<file path="config.mk">
export PLATFORM = sky130hd
export DESIGN_NAME = vector_remap_abort_decoder
export DESIGN_NICKNAME = d
export VERILOG_FILES = /design/src/rtl/vrad_pkg.sv /design/src/rtl/slot_check.sv /design/src/rtl/vector_remap_abort_decoder.sv
export SDC_FILE = /design/constraint.sdc
export NUM_CORES = 1
export LEC_CHECK = 0
export ABC_CLOCK_PERIOD_IN_PS = 2450
export BUFFER_PORTS_ARGS = -buffer_cell sky130_fd_sc_hd__buf_2
export CORE_MARGIN = 2
export CORE_UTILIZATION = 44
export DETAILED_ROUTE_END_ITERATION = 10
export PLACE_DENSITY = 0.74
export SLEW_MARGIN = 20
export SYNTH_ARGS = -nofsm -noshare
export SYNTH_HDL_FRONTEND = slang
export SYNTH_SLANG_ARGS = --single-unit
</file>
<file path="constraint.sdc">
create_clock -name mclk -period 2.45 [get_ports mclk]
set_input_delay 0.49 -clock mclk [delete_from_list [all_inputs] [get_ports mclk]]
set_output_delay 0.49 -clock mclk [all_outputs]
set_load 0.005 [all_outputs]
</file>
<file path="src/rtl/vrad_pkg.sv">
// package: address map, mapping modes and timing constants of the vector remap and abort decoder
package vrad_pkg;

  // memory mapping modes held in the map select register
  typedef enum logic [1:0] {
    MAP_BOOT,
    MAP_FLASH,
    MAP_RAM,
    MAP_EXT
  } map_mode_t;

  // vector area and remapped window
  localparam logic [31:0] VEC_BASE       = 32'h0000_0000;
  localparam logic [31:0] VEC_FIQ        = 32'h0000_001C;
  localparam logic [31:0] WIN_TOP        = 32'h0000_003F;
  localparam int          WIN_BITS       = 6;

  // on-chip flash ends
  localparam logic [31:0] FLASH_END_128K = 32'h0002_0000;
  localparam logic [31:0] FLASH_END_256K = 32'h0004_0000;
  localparam logic [31:0] RSV_LOW_END    = 32'h3FFF_FFFF;

  // sram, reserved gap and boot block
  localparam logic [31:0] SRAM_BASE      = 32'h4000_0000;
  localparam logic [31:0] SRAM_GAP_BASE  = 32'h4000_4000;
  localparam logic [31:0] SRAM_GAP_END   = 32'h7FFF_DFFF;
  localparam logic [31:0] BOOT_BASE      = 32'h7FFF_E000;

  // space above the boot block and external memory
  localparam logic [31:0] EXT_BASE       = 32'h8000_0000;
  localparam logic [31:0] EXT_END        = 32'h83FF_FFFF;
  localparam logic [31:0] RSV_HIGH_END   = 32'hDFFF_FFFF;

  // peripheral bus spaces, 128 slots of 16 kB each
  localparam logic [31:0] APB_BASE       = 32'hE000_0000;
  localparam logic [31:0] APB_END        = 32'hE01F_FFFF;
  localparam logic [31:0] AHB_BASE       = 32'hFFE0_0000;
  localparam logic [31:0] AHB_END        = 32'hFFFF_FFFF;
  localparam int          SLOT_LSB       = 14;
  localparam int          SLOT_BITS      = 7;
  localparam int          SLOT_COUNT     = 128;

  // map select register
  localparam logic [31:0] MAP_SEL_ADDR   = 32'hE01F_C040;
  localparam int          MAP_SEL_LSB    = 0;
  localparam int          MAP_SEL_MSB    = 1;
  localparam map_mode_t   MAP_SEL_RESET  = MAP_BOOT;

  // boot source strap: all pins high selects on-chip boot
  localparam logic [1:0]  BOOT_PINS_ONCHIP = 2'h3;
  localparam logic [1:0]  PINS_RESET       = 2'h3;

  // cycles after reset release before the strap is judged
  localparam logic [1:0]  STRAP_WAIT     = 2'h3;

  // populated peripheral slots
  localparam logic [SLOT_COUNT-1:0] APB_SLOTS_DEFAULT =
    128'h8000_0000_0000_0000_0000_0000_009F_FFBF;
  localparam logic [SLOT_COUNT-1:0] AHB_SLOTS_DEFAULT =
    128'h8000_0000_0000_0000_0000_0000_0000_0000;

endpackage

</file>
<file path="src/rtl/slot_check.sv">
// peripheral slot decoder: says whether an address falls in a bus space and hits a populated slot
`timescale 1ns/10ps
`default_nettype none

module slot_check #(
  parameter logic [vrad_pkg::SLOT_COUNT-1:0] SLOTS = '0
) (
  input  wire logic [31:0] addr,
  input  wire logic [31:0] space_base,
  input  wire logic [31:0] space_end,
  output logic             in_space,
  output logic             populated
);
  import vrad_pkg::*;

  logic [SLOT_COUNT-1:0] hit;
  logic [SLOT_BITS-1:0]  slot;

  assign slot     = addr[SLOT_LSB +: SLOT_BITS];
  assign in_space = (addr >= space_base) && (addr <= space_end);

  // one comparator per slot of 16 kB
  genvar i;
  generate
    for (i = 0; i < SLOT_COUNT; i = i + 1)
    begin : g_slot
      assign hit[i] = (slot == SLOT_BITS'(i)) && SLOTS[i];
    end
  endgenerate

  assign populated = in_space && (|hit);

endmodule
`default_nettype wire

</file>
<file path="src/rtl/vector_remap_abort_decoder.sv">
// vector remap and abort decoder placed between the core and the memory targets
//
// Function
// eight exception vectors sit at word slots from zero, fast interrupt at the top
// the remapped window covers 64 bytes from zero up to its top address
// every reset selects boot loader mapping, boot block vectors at the bottom
// user flash mapping leaves the window on flash; absent on flashless parts
// user RAM mapping redirects the window to the bottom of SRAM
// a low boot pin at reset release selects external mapping, if memory controller
// remapped regions stay reachable at their original addresses too
// boot block at top of on-chip space; other regions fixed in every mode
// the range between flash end and SRAM aborts
// the gap between SRAM top and the boot block aborts
// boot block to peripheral space aborts, except external memory where present
// reserved bus space and unpopulated peripheral slots abort
// data accesses get data abort, fetches get prefetch abort
// any fetch from either peripheral space gets a prefetch abort
// undefined offsets inside a populated slot do not abort
// prefetch abort travels with the fetched word; core acts only on execution
// each peripheral space is 128 slots of 16 kB
// mapping mode lives in a writable register field, reset to boot loader
// abort decided in the address cycle; aborted access never reaches a target
`timescale 1ns/10ps
`default_nettype none

module vector_remap_abort_decoder #(
  parameter logic                              HAS_FLASH  = 1'b1,
  parameter logic                              FLASH_256K = 1'b1,
  parameter logic                              HAS_EMC    = 1'b1,
  parameter logic [vrad_pkg::SLOT_COUNT-1:0]   APB_SLOTS  = vrad_pkg::APB_SLOTS_DEFAULT,
  parameter logic [vrad_pkg::SLOT_COUNT-1:0]   AHB_SLOTS  = vrad_pkg::AHB_SLOTS_DEFAULT
) (
  input  wire logic                 mclk,
  input  wire logic                 reset,
  input  wire logic [1:0]           boot_source_pins,
  input  wire logic                 acc_valid,
  input  wire logic                 acc_fetch,
  input  wire logic                 acc_write,
  input  wire logic [31:0]          acc_addr,
  input  wire logic [31:0]          acc_wdata,
  output logic                      tgt_valid,
  output logic                      tgt_write,
  output logic [31:0]               tgt_addr,
  output logic [31:0]               tgt_wdata,
  output logic                      resp_valid,
  output logic [31:0]               resp_rdata,
  output logic                      data_abort,
  output logic                      prefetch_abort,
  output vrad_pkg::map_mode_t       map_mode
);
  import vrad_pkg::*;

  typedef struct packed {
    logic [1:0]  sync1;
    logic [1:0]  sync2;
    logic [1:0]  sync3;
    logic [1:0]  strap_cnt;
    logic        strap_done;
    map_mode_t   mode;
    logic        tgt_valid;
    logic        tgt_write;
    logic [31:0] tgt_addr;
    logic [31:0] tgt_wdata;
    logic        resp_valid;
    logic [31:0] resp_rdata;
    logic        data_abort;
    logic        prefetch_abort;
  } state_t;

  localparam state_t STATE_RESET = '{
    sync1:          PINS_RESET,
    sync2:          PINS_RESET,
    sync3:          PINS_RESET,
    strap_cnt:      2'h0,
    strap_done:     1'b0,
    mode:           MAP_SEL_RESET,
    tgt_valid:      1'b0,
    tgt_write:      1'b0,
    tgt_addr:       32'h0000_0000,
    tgt_wdata:      32'h0000_0000,
    resp_valid:     1'b0,
    resp_rdata:     32'h0000_0000,
    data_abort:     1'b0,
    prefetch_abort: 1'b0
  };

  state_t st_r;
  state_t st_nxt;

  logic        apb_in;
  logic        apb_pop;
  logic        ahb_in;
  logic        ahb_pop;
  logic        in_window;
  logic        is_periph;
  logic        region_abort;
  logic        reg_hit;
  logic [31:0] flash_end;
  logic [31:0] win_base;
  logic [31:0] remapped;
  map_mode_t   wr_mode;

  // peripheral slot decode of both bus spaces
  slot_check #(
    .SLOTS      (APB_SLOTS)
  ) u_apb_slots (
    .addr       (acc_addr),
    .space_base (APB_BASE),
    .space_end  (APB_END),
    .in_space   (apb_in),
    .populated  (apb_pop)
  );

  slot_check #(
    .SLOTS      (AHB_SLOTS)
  ) u_ahb_slots (
    .addr       (acc_addr),
    .space_base (AHB_BASE),
    .space_end  (AHB_END),
    .in_space   (ahb_in),
    .populated  (ahb_pop)
  );

  // address classification, evaluated in the address cycle
  always_comb
  begin
    flash_end = FLASH_256K ? FLASH_END_256K : FLASH_END_128K;
    if (!HAS_FLASH)
    begin
      flash_end = VEC_BASE;
    end

    // vector slots 0x00..0x1C plus 32 further bytes
    in_window = (acc_addr <= WIN_TOP);
    is_periph = apb_in || ahb_in;
    reg_hit   = (acc_addr == MAP_SEL_ADDR);

    region_abort = 1'b0;
    if ((acc_addr >= flash_end) && (acc_addr <= RSV_LOW_END) && !in_window)
    begin
      region_abort = 1'b1;
    end
    if ((acc_addr >= SRAM_GAP_BASE) && (acc_addr <= SRAM_GAP_END))
    begin
      region_abort = 1'b1;
    end
    if ((acc_addr >= EXT_BASE) && (acc_addr <= RSV_HIGH_END))
    begin
      region_abort = !(HAS_EMC && (acc_addr <= EXT_END));
    end
    if ((acc_addr > RSV_HIGH_END) && !is_periph)
    begin
      region_abort = 1'b1;
    end
    if (is_periph && !(apb_pop || ahb_pop))
    begin
      region_abort = 1'b1;
    end
    // populated slots pass whatever the offset inside them
    if ((apb_pop || ahb_pop) && !reg_hit)
    begin
      region_abort = 1'b0;
    end

    // window source follows the mode field; other regions keep their addresses
    case (st_r.mode)
      MAP_BOOT:  win_base = BOOT_BASE;
      MAP_FLASH: win_base = VEC_BASE;
      MAP_RAM:   win_base = SRAM_BASE;
      MAP_EXT:   win_base = EXT_BASE;
      default:   win_base = BOOT_BASE;
    endcase

    // alias only: original addresses are passed through unchanged
    if (in_window)
    begin
      remapped = {win_base[31:WIN_BITS], acc_addr[WIN_BITS-1:0]};
    end
    else
    begin
      remapped = acc_addr;
    end

    // a mode that the part lacks leaves the field unchanged
    wr_mode = map_mode_t'(acc_wdata[MAP_SEL_MSB:MAP_SEL_LSB]);
    if ((wr_mode == MAP_FLASH) && !HAS_FLASH)
    begin
      wr_mode = st_r.mode;
    end
    if ((wr_mode == MAP_EXT) && !HAS_EMC)
    begin
      wr_mode = st_r.mode;
    end
  end

  // next state
  always_comb
  begin
    st_nxt = st_r;

    // boot pins pass three flip-flops
    st_nxt.sync1 = boot_source_pins;
    st_nxt.sync2 = st_r.sync1;
    st_nxt.sync3 = st_r.sync2;

    // strap judged once after reset release, when the last two stages agree
    if (!st_r.strap_done)
    begin
      if (st_r.strap_cnt != STRAP_WAIT)
      begin
        st_nxt.strap_cnt = st_r.strap_cnt + 2'h1;
      end
      else if (st_r.sync2 == st_r.sync3)
      begin
        st_nxt.strap_done = 1'b1;
        if (HAS_EMC && (st_r.sync3 != BOOT_PINS_ONCHIP))
        begin
          st_nxt.mode = MAP_EXT;
        end
      end
    end

    st_nxt.tgt_valid      = 1'b0;
    st_nxt.resp_valid     = 1'b0;
    st_nxt.data_abort     = 1'b0;
    st_nxt.prefetch_abort = 1'b0;
    st_nxt.resp_rdata     = 32'h0000_0000;

    if (acc_valid)
    begin
      if (acc_fetch && is_periph)
      begin
        // flag travels with the meaningless fetch word, not raised here
        st_nxt.resp_valid     = 1'b1;
        st_nxt.prefetch_abort = 1'b1;
      end
      else if (region_abort)
      begin
        st_nxt.resp_valid     = 1'b1;
        st_nxt.prefetch_abort = acc_fetch;
        st_nxt.data_abort     = !acc_fetch;
      end
      else if (reg_hit)
      begin
        st_nxt.resp_valid = 1'b1;
        if (acc_write)
        begin
          st_nxt.mode = wr_mode;
        end
        else
        begin
          st_nxt.resp_rdata[MAP_SEL_MSB:MAP_SEL_LSB] = st_r.mode;
        end
      end
      else
      begin
        st_nxt.tgt_valid = 1'b1;
        st_nxt.tgt_write = acc_write;
        st_nxt.tgt_addr  = remapped;
        st_nxt.tgt_wdata = acc_wdata;
      end
    end
  end

  always_ff @(posedge mclk)
  begin
    if (reset)
    begin
      st_r <= STATE_RESET;
    end
    else
    begin
      st_r <= st_nxt;
    end
  end

  assign tgt_valid      = st_r.tgt_valid;
  assign tgt_write      = st_r.tgt_write;
  assign tgt_addr       = st_r.tgt_addr;
  assign tgt_wdata      = st_r.tgt_wdata;
  assign resp_valid     = st_r.resp_valid;
  assign resp_rdata     = st_r.resp_rdata;
  assign data_abort     = st_r.data_abort;
  assign prefetch_abort = st_r.prefetch_abort;
  assign map_mode       = st_r.mode;

endmodule
`default_nettype wire

</file>
; Word level (Yosys, flattened, before mapping)
; Index checks and enable logic that the tools add are counted.
[word_totals]
regBits = 112
in_bits = 71
wordCells = 114
[classes]
n_addsub = 1
n_eq_ne = 28
reduce_logical = 29
bitwise_logic = 5
order_cmp = 13
mux = 23
[op_table]
columns = operator, n
row1 = 2-to-1 mux 68 bit, 2
row2 = <= comparator 32 bit (second input constant), 4
row3 = one-hot mux 32 bit (4 select lines), 1
row4 = >= comparator 32 bit (second input constant), 3
row5 = 2-to-1 mux 69 bit, 1
row6 = 2-to-1 mux 66 bit, 1
row7 = == test 7 x 4 -> 1 bit (second input constant), 8
row8 = == test 7 x 5 -> 1 bit (second input constant), 6
row9 = == test 32 bit (second input constant), 1
row10 = >= comparator 32 x 19 -> 1 bit (second input constant), 1
row11 = >= comparator 32 x 31 -> 1 bit (second input constant), 1
row12 = greater-than comparator 32 bit (second input constant), 1
row13 = <= comparator 32 x 30 -> 1 bit (second input constant), 1
row14 = <= comparator 32 x 31 -> 1 bit (second input constant), 1
row15 = <= comparator 32 x 6 -> 1 bit (second input constant), 1
row16 = 2-to-1 mux 32 bit, 1
row17 = OR reduction 22 bit, 1
row18 = == test 7 x 3 -> 1 bit (second input constant), 3
row19 = == test 7 x 2 -> 1 bit (second input constant), 2
row20 = logical AND 1 bit, 12
row21 = 2-to-1 mux 1 bit, 10
row22 = 2-to-1 mux 3 bit, 3
row23 = 2-to-1 mux 2 bit, 4
row24 = OR reduction 4 bit, 2
row25 = other kinds (16), 28

; Logic depth before layout (Yosys ltp)
; Gate-level depths: netlist of the first run.
[depth]
ltp_word = 12
ltp_mapped = 9

; Modules after synthesis
; From an unflattened synthesis of the first run, not the netlist that was laid out.
[unflattened]
hier_cells = 937
area_unflattened_um2 = 7462.2
[by_module_without_submodules]
columns = module, area_each_um2, n_inst, cells_each, seq_area_each_um2
row1 = vector_remap_abort_decoder, 4152.7, 1, 478, 1641.6
row2 = slot_check (u_apb_slots), 1665.3, 1, 234, 0.0
row3 = slot_check (u_ahb_slots), 1644.1, 1, 225, 0.0

; Worst setup path before layout of the first run
; Ideal clock, no wire load.
[synth_timing]
path_kind = input to register
from = input port acc_addr[22]
to = register st_r (netlist bit tgt_addr[18])
required_ps = 2322
setup_time_ps = 128
arrival_time_ps = 2296
cell_stages = 7
setup_slack_ps = 25
path_cell_list = or4_4 > o31ai_1 > a21oi_1 > a311oi_2 > nand4_2 > buf_2 > a2bb2oi_1
[synth_between]
elab_chain_cells = 11
[synth_lines]
columns = item, line_no
row1 = start: declaration, vector_remap_abort_decoder.sv:39  ; input wire logic [31:0] acc_addr,
row2 = >= comparator 32 x 19 -> 1 bit (tied with other cells), vector_remap_abort_decoder.sv:139  ; if ((acc_addr >= flash_end) && (acc_addr <= RSV_LOW_END) && !in_window)
row3 = logical AND 1 bit / zero test 1 bit (equally long branches), vector_remap_abort_decoder.sv:139
row4 = logical AND 1 bit, vector_remap_abort_decoder.sv:139
row5 = 2-to-1 mux 1 bit, vector_remap_abort_decoder.sv:139
row6 = 2-to-1 mux 1 bit, vector_remap_abort_decoder.sv:143  ; if ((acc_addr >= SRAM_GAP_BASE) && (acc_addr <= SRAM_GAP_END))
row7 = 2-to-1 mux 1 bit, vector_remap_abort_decoder.sv:147  ; if ((acc_addr >= EXT_BASE) && (acc_addr <= RSV_HIGH_END))
row8 = 2-to-1 mux 1 bit, vector_remap_abort_decoder.sv:151  ; if ((acc_addr > RSV_HIGH_END) && !is_periph)
row9 = 2-to-1 mux 1 bit, vector_remap_abort_decoder.sv:155  ; if (is_periph && !(apb_pop || ahb_pop))
row10 = 2-to-1 mux 1 bit, vector_remap_abort_decoder.sv:160  ; if ((apb_pop || ahb_pop) && !reg_hit)
row11 = inverter 1 bit (no line), n/a
row12 = AND reduction 4 bit (no line), n/a
row13 = end signal: assignment, vector_remap_abort_decoder.sv:273  ; st_r <= st_nxt;
row14 = end: declaration, vector_remap_abort_decoder.sv:87  ; state_t st_r;
; Several ways; a longest one is shown, not always the timed one.
; A chain may end at the register's enable or synchronous reset.

; Worst setup path in the final report of the first run
[layout_timing]
from = input port acc_addr[22]
to = register st_r (netlist bit tgt_wdata[15])
[layout_between]
elab_chain_cells = 11
[layout_lines]
columns = item, line_no
row1 = >= comparator 32 x 19 -> 1 bit (tied with other cells), vector_remap_abort_decoder.sv:139
row2 = logical AND 1 bit / zero test 1 bit (equally long branches), vector_remap_abort_decoder.sv:139
row3 = logical AND 1 bit, vector_remap_abort_decoder.sv:139
row4 = 2-to-1 mux 1 bit, vector_remap_abort_decoder.sv:139
row5 = 2-to-1 mux 1 bit, vector_remap_abort_decoder.sv:143
row6 = 2-to-1 mux 1 bit, vector_remap_abort_decoder.sv:147
row7 = 2-to-1 mux 1 bit, vector_remap_abort_decoder.sv:151
row8 = 2-to-1 mux 1 bit, vector_remap_abort_decoder.sv:155
row9 = 2-to-1 mux 1 bit, vector_remap_abort_decoder.sv:160
row10 = inverter 1 bit (no line), n/a
row11 = AND reduction 4 bit (no line) (*), n/a
; Mark *: on every way between the ends. The rest lies on a longest branch, timed or not.

==> flow_summary.json, run 1 <==
{
  "status": "finished clean",
  "ant_nets": 0,
  "syn-instance-count": 489,
  "vias_per_cell": 5.320,
  "overflow": 0,
  "clk_pin_slew_worst_paths_ns": 0.09,
  "finalSetupViolCount": 0,
  "die_h_um": 102.1,
  "finClkSkew_ns": 0.006710,
  "ys_top_cells_by_count": "buf_4, dfxtp_1, a21oi_1, nand4_1, o31ai_1",
  "dr_total_vias": 3777,
  "cts_tree": "done",
  "crit_arrival_ns": 2.54,
  "crit_start": "acc_addr[22]",
  "synth_edf_count": 0,
  "hpwlAfterDp_um": 7633,
  "synth.most_common_cell": "buf_4",
  "die-area_um2": 10420,
  "clockBufferDepth": 2,
  "maxSlewHeadroom_pct": 58.55,
  "path_class": "in2reg",
  "synth_top_cell_area_share_pct": 38.77,
  "power.density_nw_per_um2": 587.3,
  "drc": 0,
  "crit_path_end": "tgt_wdata[15]",
  "fin_nets": 648,
  "post-route-period-util_pct": 94.84,
  "synthToLayoutAreaGrowth_pct": 17.32,
  "std_cell_rows": 35,
  "r2r_slack_ns": 1.12,
  "port_buffers": 143,
  "crit_required_ns": 2.66,
  "synth_cell_types": 48,
  "worst_pin_slew_ns": 0.6218,
  "endpoint_kind": "flip-flop",
  "clk_latency_ns": 0.35,
  "reg2reg_from": "map_mode[0]",
  "min_path_type": "in2reg",
  "yosys-top-cells-area": "dfxtp_1, buf_4, o31ai_1, nand4_1, a21oi_1",
  "layout_min_cycle_time_ns": 2.324,
  "tns_ns": 0,
  "cts_resized": 0,
  "final_layout_size_suffix_gt1_share_pct": 36.49,
  "cts.sinks": 82,
  "drt-total-wl_um": 10590,
  "grt_usage_pct": 19.90,
  "start_util_pct": 45.61,
  "ir_drop_mv": 0.2965,
  "antenna_found_initial": 0,
  "cp_max_fo": 40,
  "async_flop_share_pct": 0,
  "final_util_pct": 53.50,
  "ff2ff_path_depth": 4,
  "io_pins": 174,
  "diodes": 0,
  "post_drt_wl_per_cell_um": 14.91,
  "timing.fmax_mhz": 430.4,
  "post_cts_buffers": 0,
  "ys_ff_latch": 82,
  "chipWidth_um": 102.1,
  "ys_seq_area_share_pct": 38.77,
  "root_buffer": "clkbuf_8",
  "ys.flop_type": "dfxtp_1",
  "grt_max_degree": 59,
  "ys_warn_count": 0,
  "first_global_vias": 3459,
  "cts_hold_buffers": 0,
  "hold_viol": 0,
  "htreeDepth": 3,
  "coreArea_um2": 9284,
  "rsz0062_at_grt": "no",
  "r2r_end": "tgt_addr[24]",
  "grt_pass1_wl_um": 16530,
  "drv_cap": 0,
  "gp_congestion": 0.8442,
  "p_leak_nw": 2.202,
  "syn_area_um2": 4234,
  "nFillCells": 892,
  "numCtsBuffers": 9,
  "first_pass_iters": 5,
  "start_kind": "primary input",
  "drv_slew": 0,
  "synth_top_area_cell": "dfxtp_1",
  "dr.first_iter.drc_count": 182,
  "syn_area_per_cell_um2": 8.659
}
## flip-flops by register name, summed over array words and instances, names as in the netlist
name            cells
data_abort          1
map_mode            2
prefetch_abort      1
resp_rdata          2
resp_valid          1
st_nxt              4
st_r                5
tgt_addr           32
tgt_valid           1
tgt_wdata          32
tgt_write           1
## routing by layer
metal	wire length, um	GRT usage (%)	vias up
met5	0	0	-
met4	127	6.974	0
met3	699	4.241	12
met2	4995	32.69	137
met1	4768	25.95	1802
li1	-	-	1826
## placed cells by master, fill, tap and decap left out, types with 3 or more instances in the layout
cell type and count:
a211oi_1 3, a21oi_1 42, a2bb2oi_1 14, a31oi_1 3, buf_12 8, buf_2 143
buf_4 33, clkbuf_8 9, conb_1 30, dfxtp_1 82, inv_1 22, nand2_1 23
nand3_1 4, nand4_1 42, nor2_1 7, nor2b_1 3, nor3_1 7, nor4_1 6
o221a_1 3, o31ai_1 39, o32ai_1 8, or2_2 6, xnor2_1 3
## cells by family after synthesis
kind of cell / share of synthesized area, %
buffers and inverters: 23.02
DFF: 38.77
other: 0.08857
muxes: 0.4728
adders and majority gates: 0.2955
xor gates and xnor gates: 0.6207
AOI/OAI and AO/OA: 21.72
and+or+nand+nor: 15.01
## worst min path at each step
stage	slack, ns	startpoint	cells past startpoint	end
global placement	0.40	st_nxt[108]	1	st_nxt[106]
global route	0.33	boot_source_pins[1]	2	st_nxt[109]
floorplan	0.39	st_nxt[108]	1	st_nxt[106]
CTS	0.34	boot_source_pins[0]	2	st_nxt[108]
finish	0.35	boot_source_pins[0]	2	st_nxt[108]
detailed placement	0.39	st_nxt[109]	1	st_nxt[107]
## power breakdown
part,internal (mW),switching (mW),total (mW)
registers,1.39,0.0323,1.42
clock network,0.489,0.529,1.02
logic,0.210,0.265,0.474
total,2.09,0.826,2.92
## critical path, stage by stage
cell	delay, ns
buf_2	0.11
or4_4	0.54
nor2b_1	0.19
o21ai_1	0.16
a311o_2	0.46
buf_12	0.18
o31ai_1	0.27
a21oi_1	0.11
## through the flow
stage | area, um2 | setup slack, ns | std cells | power, mW | hold slack, ns
finish | 4967 | 0.1265 | 710 | 2.917 | 0.3516
global route | 4967 | 0.04693 | 710 | 3.044 | 0.3332
CTS | 4967 | 0.1379 | 710 | 2.937 | 0.3379
detailed placement | 4760 | -0.2244 | 694 | 1.926 | 0.3939
global placement | 4760 | -0.1625 | 694 | 1.909 | 0.4009
floorplan | 4343 | 0.02530 | 518 | 1.769 | 0.3895
## layout make-up
class | count | area [um2] | area share (%)
multi-input cells | 277 | 1750 | 35.24
flip-flops and latches | 82 | 1642 | 33.05
repair buffers | 184 | 1124 | 22.62
well taps | 129 | 161.4 | 3.249
clock buffers | 9 | 123.9 | 2.494
clock inverters | 7 | 83.83 | 1.688
inverters | 22 | 82.58 | 1.662
(Power assumes the default switching activity.)
==> inputs of run 2 (changes only) <==
--- a/config.mk
+++ b/config.mk
@@ -11,4 +11,5 @@
 export CORE_UTILIZATION = 44
 export DETAILED_ROUTE_END_ITERATION = 10
+export GPL_TIMING_DRIVEN = 0
 export PLACE_DENSITY = 0.74
 export SLEW_MARGIN = 20
==> constraint.sdc (replaced) <==
create_clock -name mclk -period 2.45 [get_ports mclk]
set_input_delay 0.49 -clock mclk [delete_from_list [all_inputs] [get_ports mclk]]
set_output_delay 0.49 -clock mclk [all_outputs]
set_load 0.1 [all_outputs]
==> flow_summary.json, run 2 (same netlist as run 1, synthesis figures left out) <==
{
  "status": "finished clean",
  "final_area_um2": 5568,
  "multiInputGateArea_um2": 1784,
  "layout_min_cycle_time_ns": 2.395,
  "crit_chain": "buf_2 -> or4_4 -> and4b_1 -> nand4_1 -> o41a_1 -> nand4_2 -> clkbuf_4 -> a2bb2oi_1",
  "critPathBufInv": 2,
  "drv_cap": 0,
  "antenna_found_initial": 0,
  "path_class": "in2reg",
  "total_power_mw": 3.439,
  "die-area_um2": 10420,
  "die_h_um": 102.1,
  "hold_viol": 0,
  "rsz0062_at_grt": "yes",
  "io_pins": 174,
  "clock_power_share_pct": 29.4,
  "ant_nets": 0,
  "layout_commonest_cell": "buf_2",
  "power.density_nw_per_um2": 617.7,
  "timing.fmax_mhz": 417.5,
  "worst_pin_slew_ns": 0.5494,
  "grt_max_degree": 16,
  "numCtsBuffers": 9,
  "start_kind": "primary input",
  "drt-total-wl_um": 11500,
  "first_pass_iters": 4,
  "hpwlAfterDp_um": 8528,
  "p_leak_nw": 2.656,
  "hp-start": "acc_fetch",
  "reg2reg_from": "map_mode[0]",
  "final_util_pct": 59.97,
  "p_sw_mw": 1.315,
  "ff2ff_path_depth": 4,
  "cp_max_fo": 10,
  "vias_per_cell": 5.047,
  "cp_top_family": "simple AND/OR/NAND/NOR gates",
  "diodes": 0,
  "crit_required_ns": 2.73,
  "post_drt_wl_per_cell_um": 14.15,
  "std_cell_rows": 35,
  "r2r_end": "tgt_addr[25]",
  "post_dp_cell_area_um2": 5215,
  "seqPwrFrac_pct": 41.5,
  "worstHoldPathCells": 2,
  "clk_pin_slew_worst_paths_ns": 0.09,
  "gp_congestion": 0.8896,
  "cp_slowest_cell": "or4_4",
  "crit_arrival_ns": 2.68,
  "ir_drop_mv": 0.3449,
  "cts.sinks": 82,
  "root_buffer": "clkbuf_8",
  "grt_usage_pct": 22.20,
  "post-route-period-util_pct": 97.76,
  "slowest_delay_ns": 0.55,
  "seq_area_um2": 1642,
  "tns_ns": 0,
  "drv_slew": 0,
  "min_to": "data_abort",
  "drc": 0,
  "clockBufferDepth": 2,
  "coreArea_um2": 9284,
  "grt_pass1_wl_um": 18230,
  "cts_hold_buffers": 0,
  "mostFrequentLayoutCells": "buf_2, buf_4, dfxtp_1",
  "maxSlewHeadroom_pct": 63.12,
  "intPower_mw": 2.125,
  "fin_nets": 751,
  "synthToLayoutAreaGrowth_pct": 31.50,
  "clk_latency_ns": 0.36,
  "finClkSkew_ns": 0.01164,
  "finalSetupViolCount": 0,
  "switching_share_pct": 38.22,
  "endpoint_kind": "flip-flop",
  "final_layout_size_suffix_gt1_share_pct": 45.03,
  "nFillCells": 875,
  "combPwrFrac_pct": 29.1,
  "dr.first_iter.drc_count": 217,
  "dr_total_vias": 4103,
  "first_global_vias": 3812,
  "htreeDepth": 3,
  "min_path_type": "in2reg",
  "chipWidth_um": 102.1,
  "start_util_pct": 45.61,
  "r2r_slack_ns": 0.86,
  "cts_tree": "done",
  "overflow": 0,
  "port_buffers": 142
}
run 2: worst max-delay path by stage:
stage | to | depth (start not counted) | from | slack, ns
floorplan | tgt_addr[18] | 7 | acc_addr[22] | 0.03
global placement | tgt_addr[18] | 8 | acc_addr[19] | -0.65
detailed placement | tgt_addr[19] | 8 | acc_addr[19] | -0.65
CTS | tgt_addr[9] | 8 | acc_addr[22] | -0.006
global route | tgt_addr[25] | 8 | acc_addr[22] | -0.05
finish | tgt_addr[25] | 8 | acc_addr[22] | 0.05
run 2: what timing repair did:
| item | 4_1_cts | 5_1_grt |
|---|---|---|
| buffers inserted | 4 | 4 |
| pin swaps | 1 | 5 |
| setup endpoints to repair | 62 | 70 |
| gates resized for setup | 8 | 49 |
run 2: power groups by stage:
stage / sequential [mW] / clock, mW / combinational, mW
floorplan: 1.47 / 0 / 0.770
global placement: 1.45 / 0 / 0.957
detailed placement: 1.46 / 0 / 0.969
CTS: 1.43 / 1.02 / 0.982
global route: 1.43 / 1.08 / 1.06
finish: 1.43 / 1.01 / 1.00
run 2: cell type report:
cell class,instances,share of cell area (%)
flip-flops and latches,82,29.48
well taps,129,2.899
clock buffers,9,2.225
inverters,22,1.483
repair buffers,150,13.84
multi-input cells,277,32.04
clock inverters,7,1.371
plain buffers,137,16.65
run 2: worst register-to-register path, cell delays in order, from the launching register on:
cell       delay (ns)
dfxtp_1          0.38
o41a_1           0.45
nand4_2          0.23
clkbuf_4         0.27
a2bb2oi_1        0.19
run 2: stage by stage:
step           worst slack, ns  std cells  hold WS [ns]
2_1_floorplan          0.02530        518        0.3895
3_3_place_gp           -0.6454        789        0.3967
3_5_place_dp           -0.6468        789        0.4002
4_1_cts              -0.006197        809        0.3166
5_1_grt               -0.05213        813        0.3267
6_report               0.05488        813        0.3282
run 2: metal layers:
metal / up-vias / share of wire, % / global-route usage [%]
met3: 18 / 7.4 / 4.856
met5: - / 0 / 0
met2: 164 / 48 / 37.04
met4: 0 / 1.7 / 8.615
met1: 1885 / 43 / 28.05
li1: 2036 / - / -
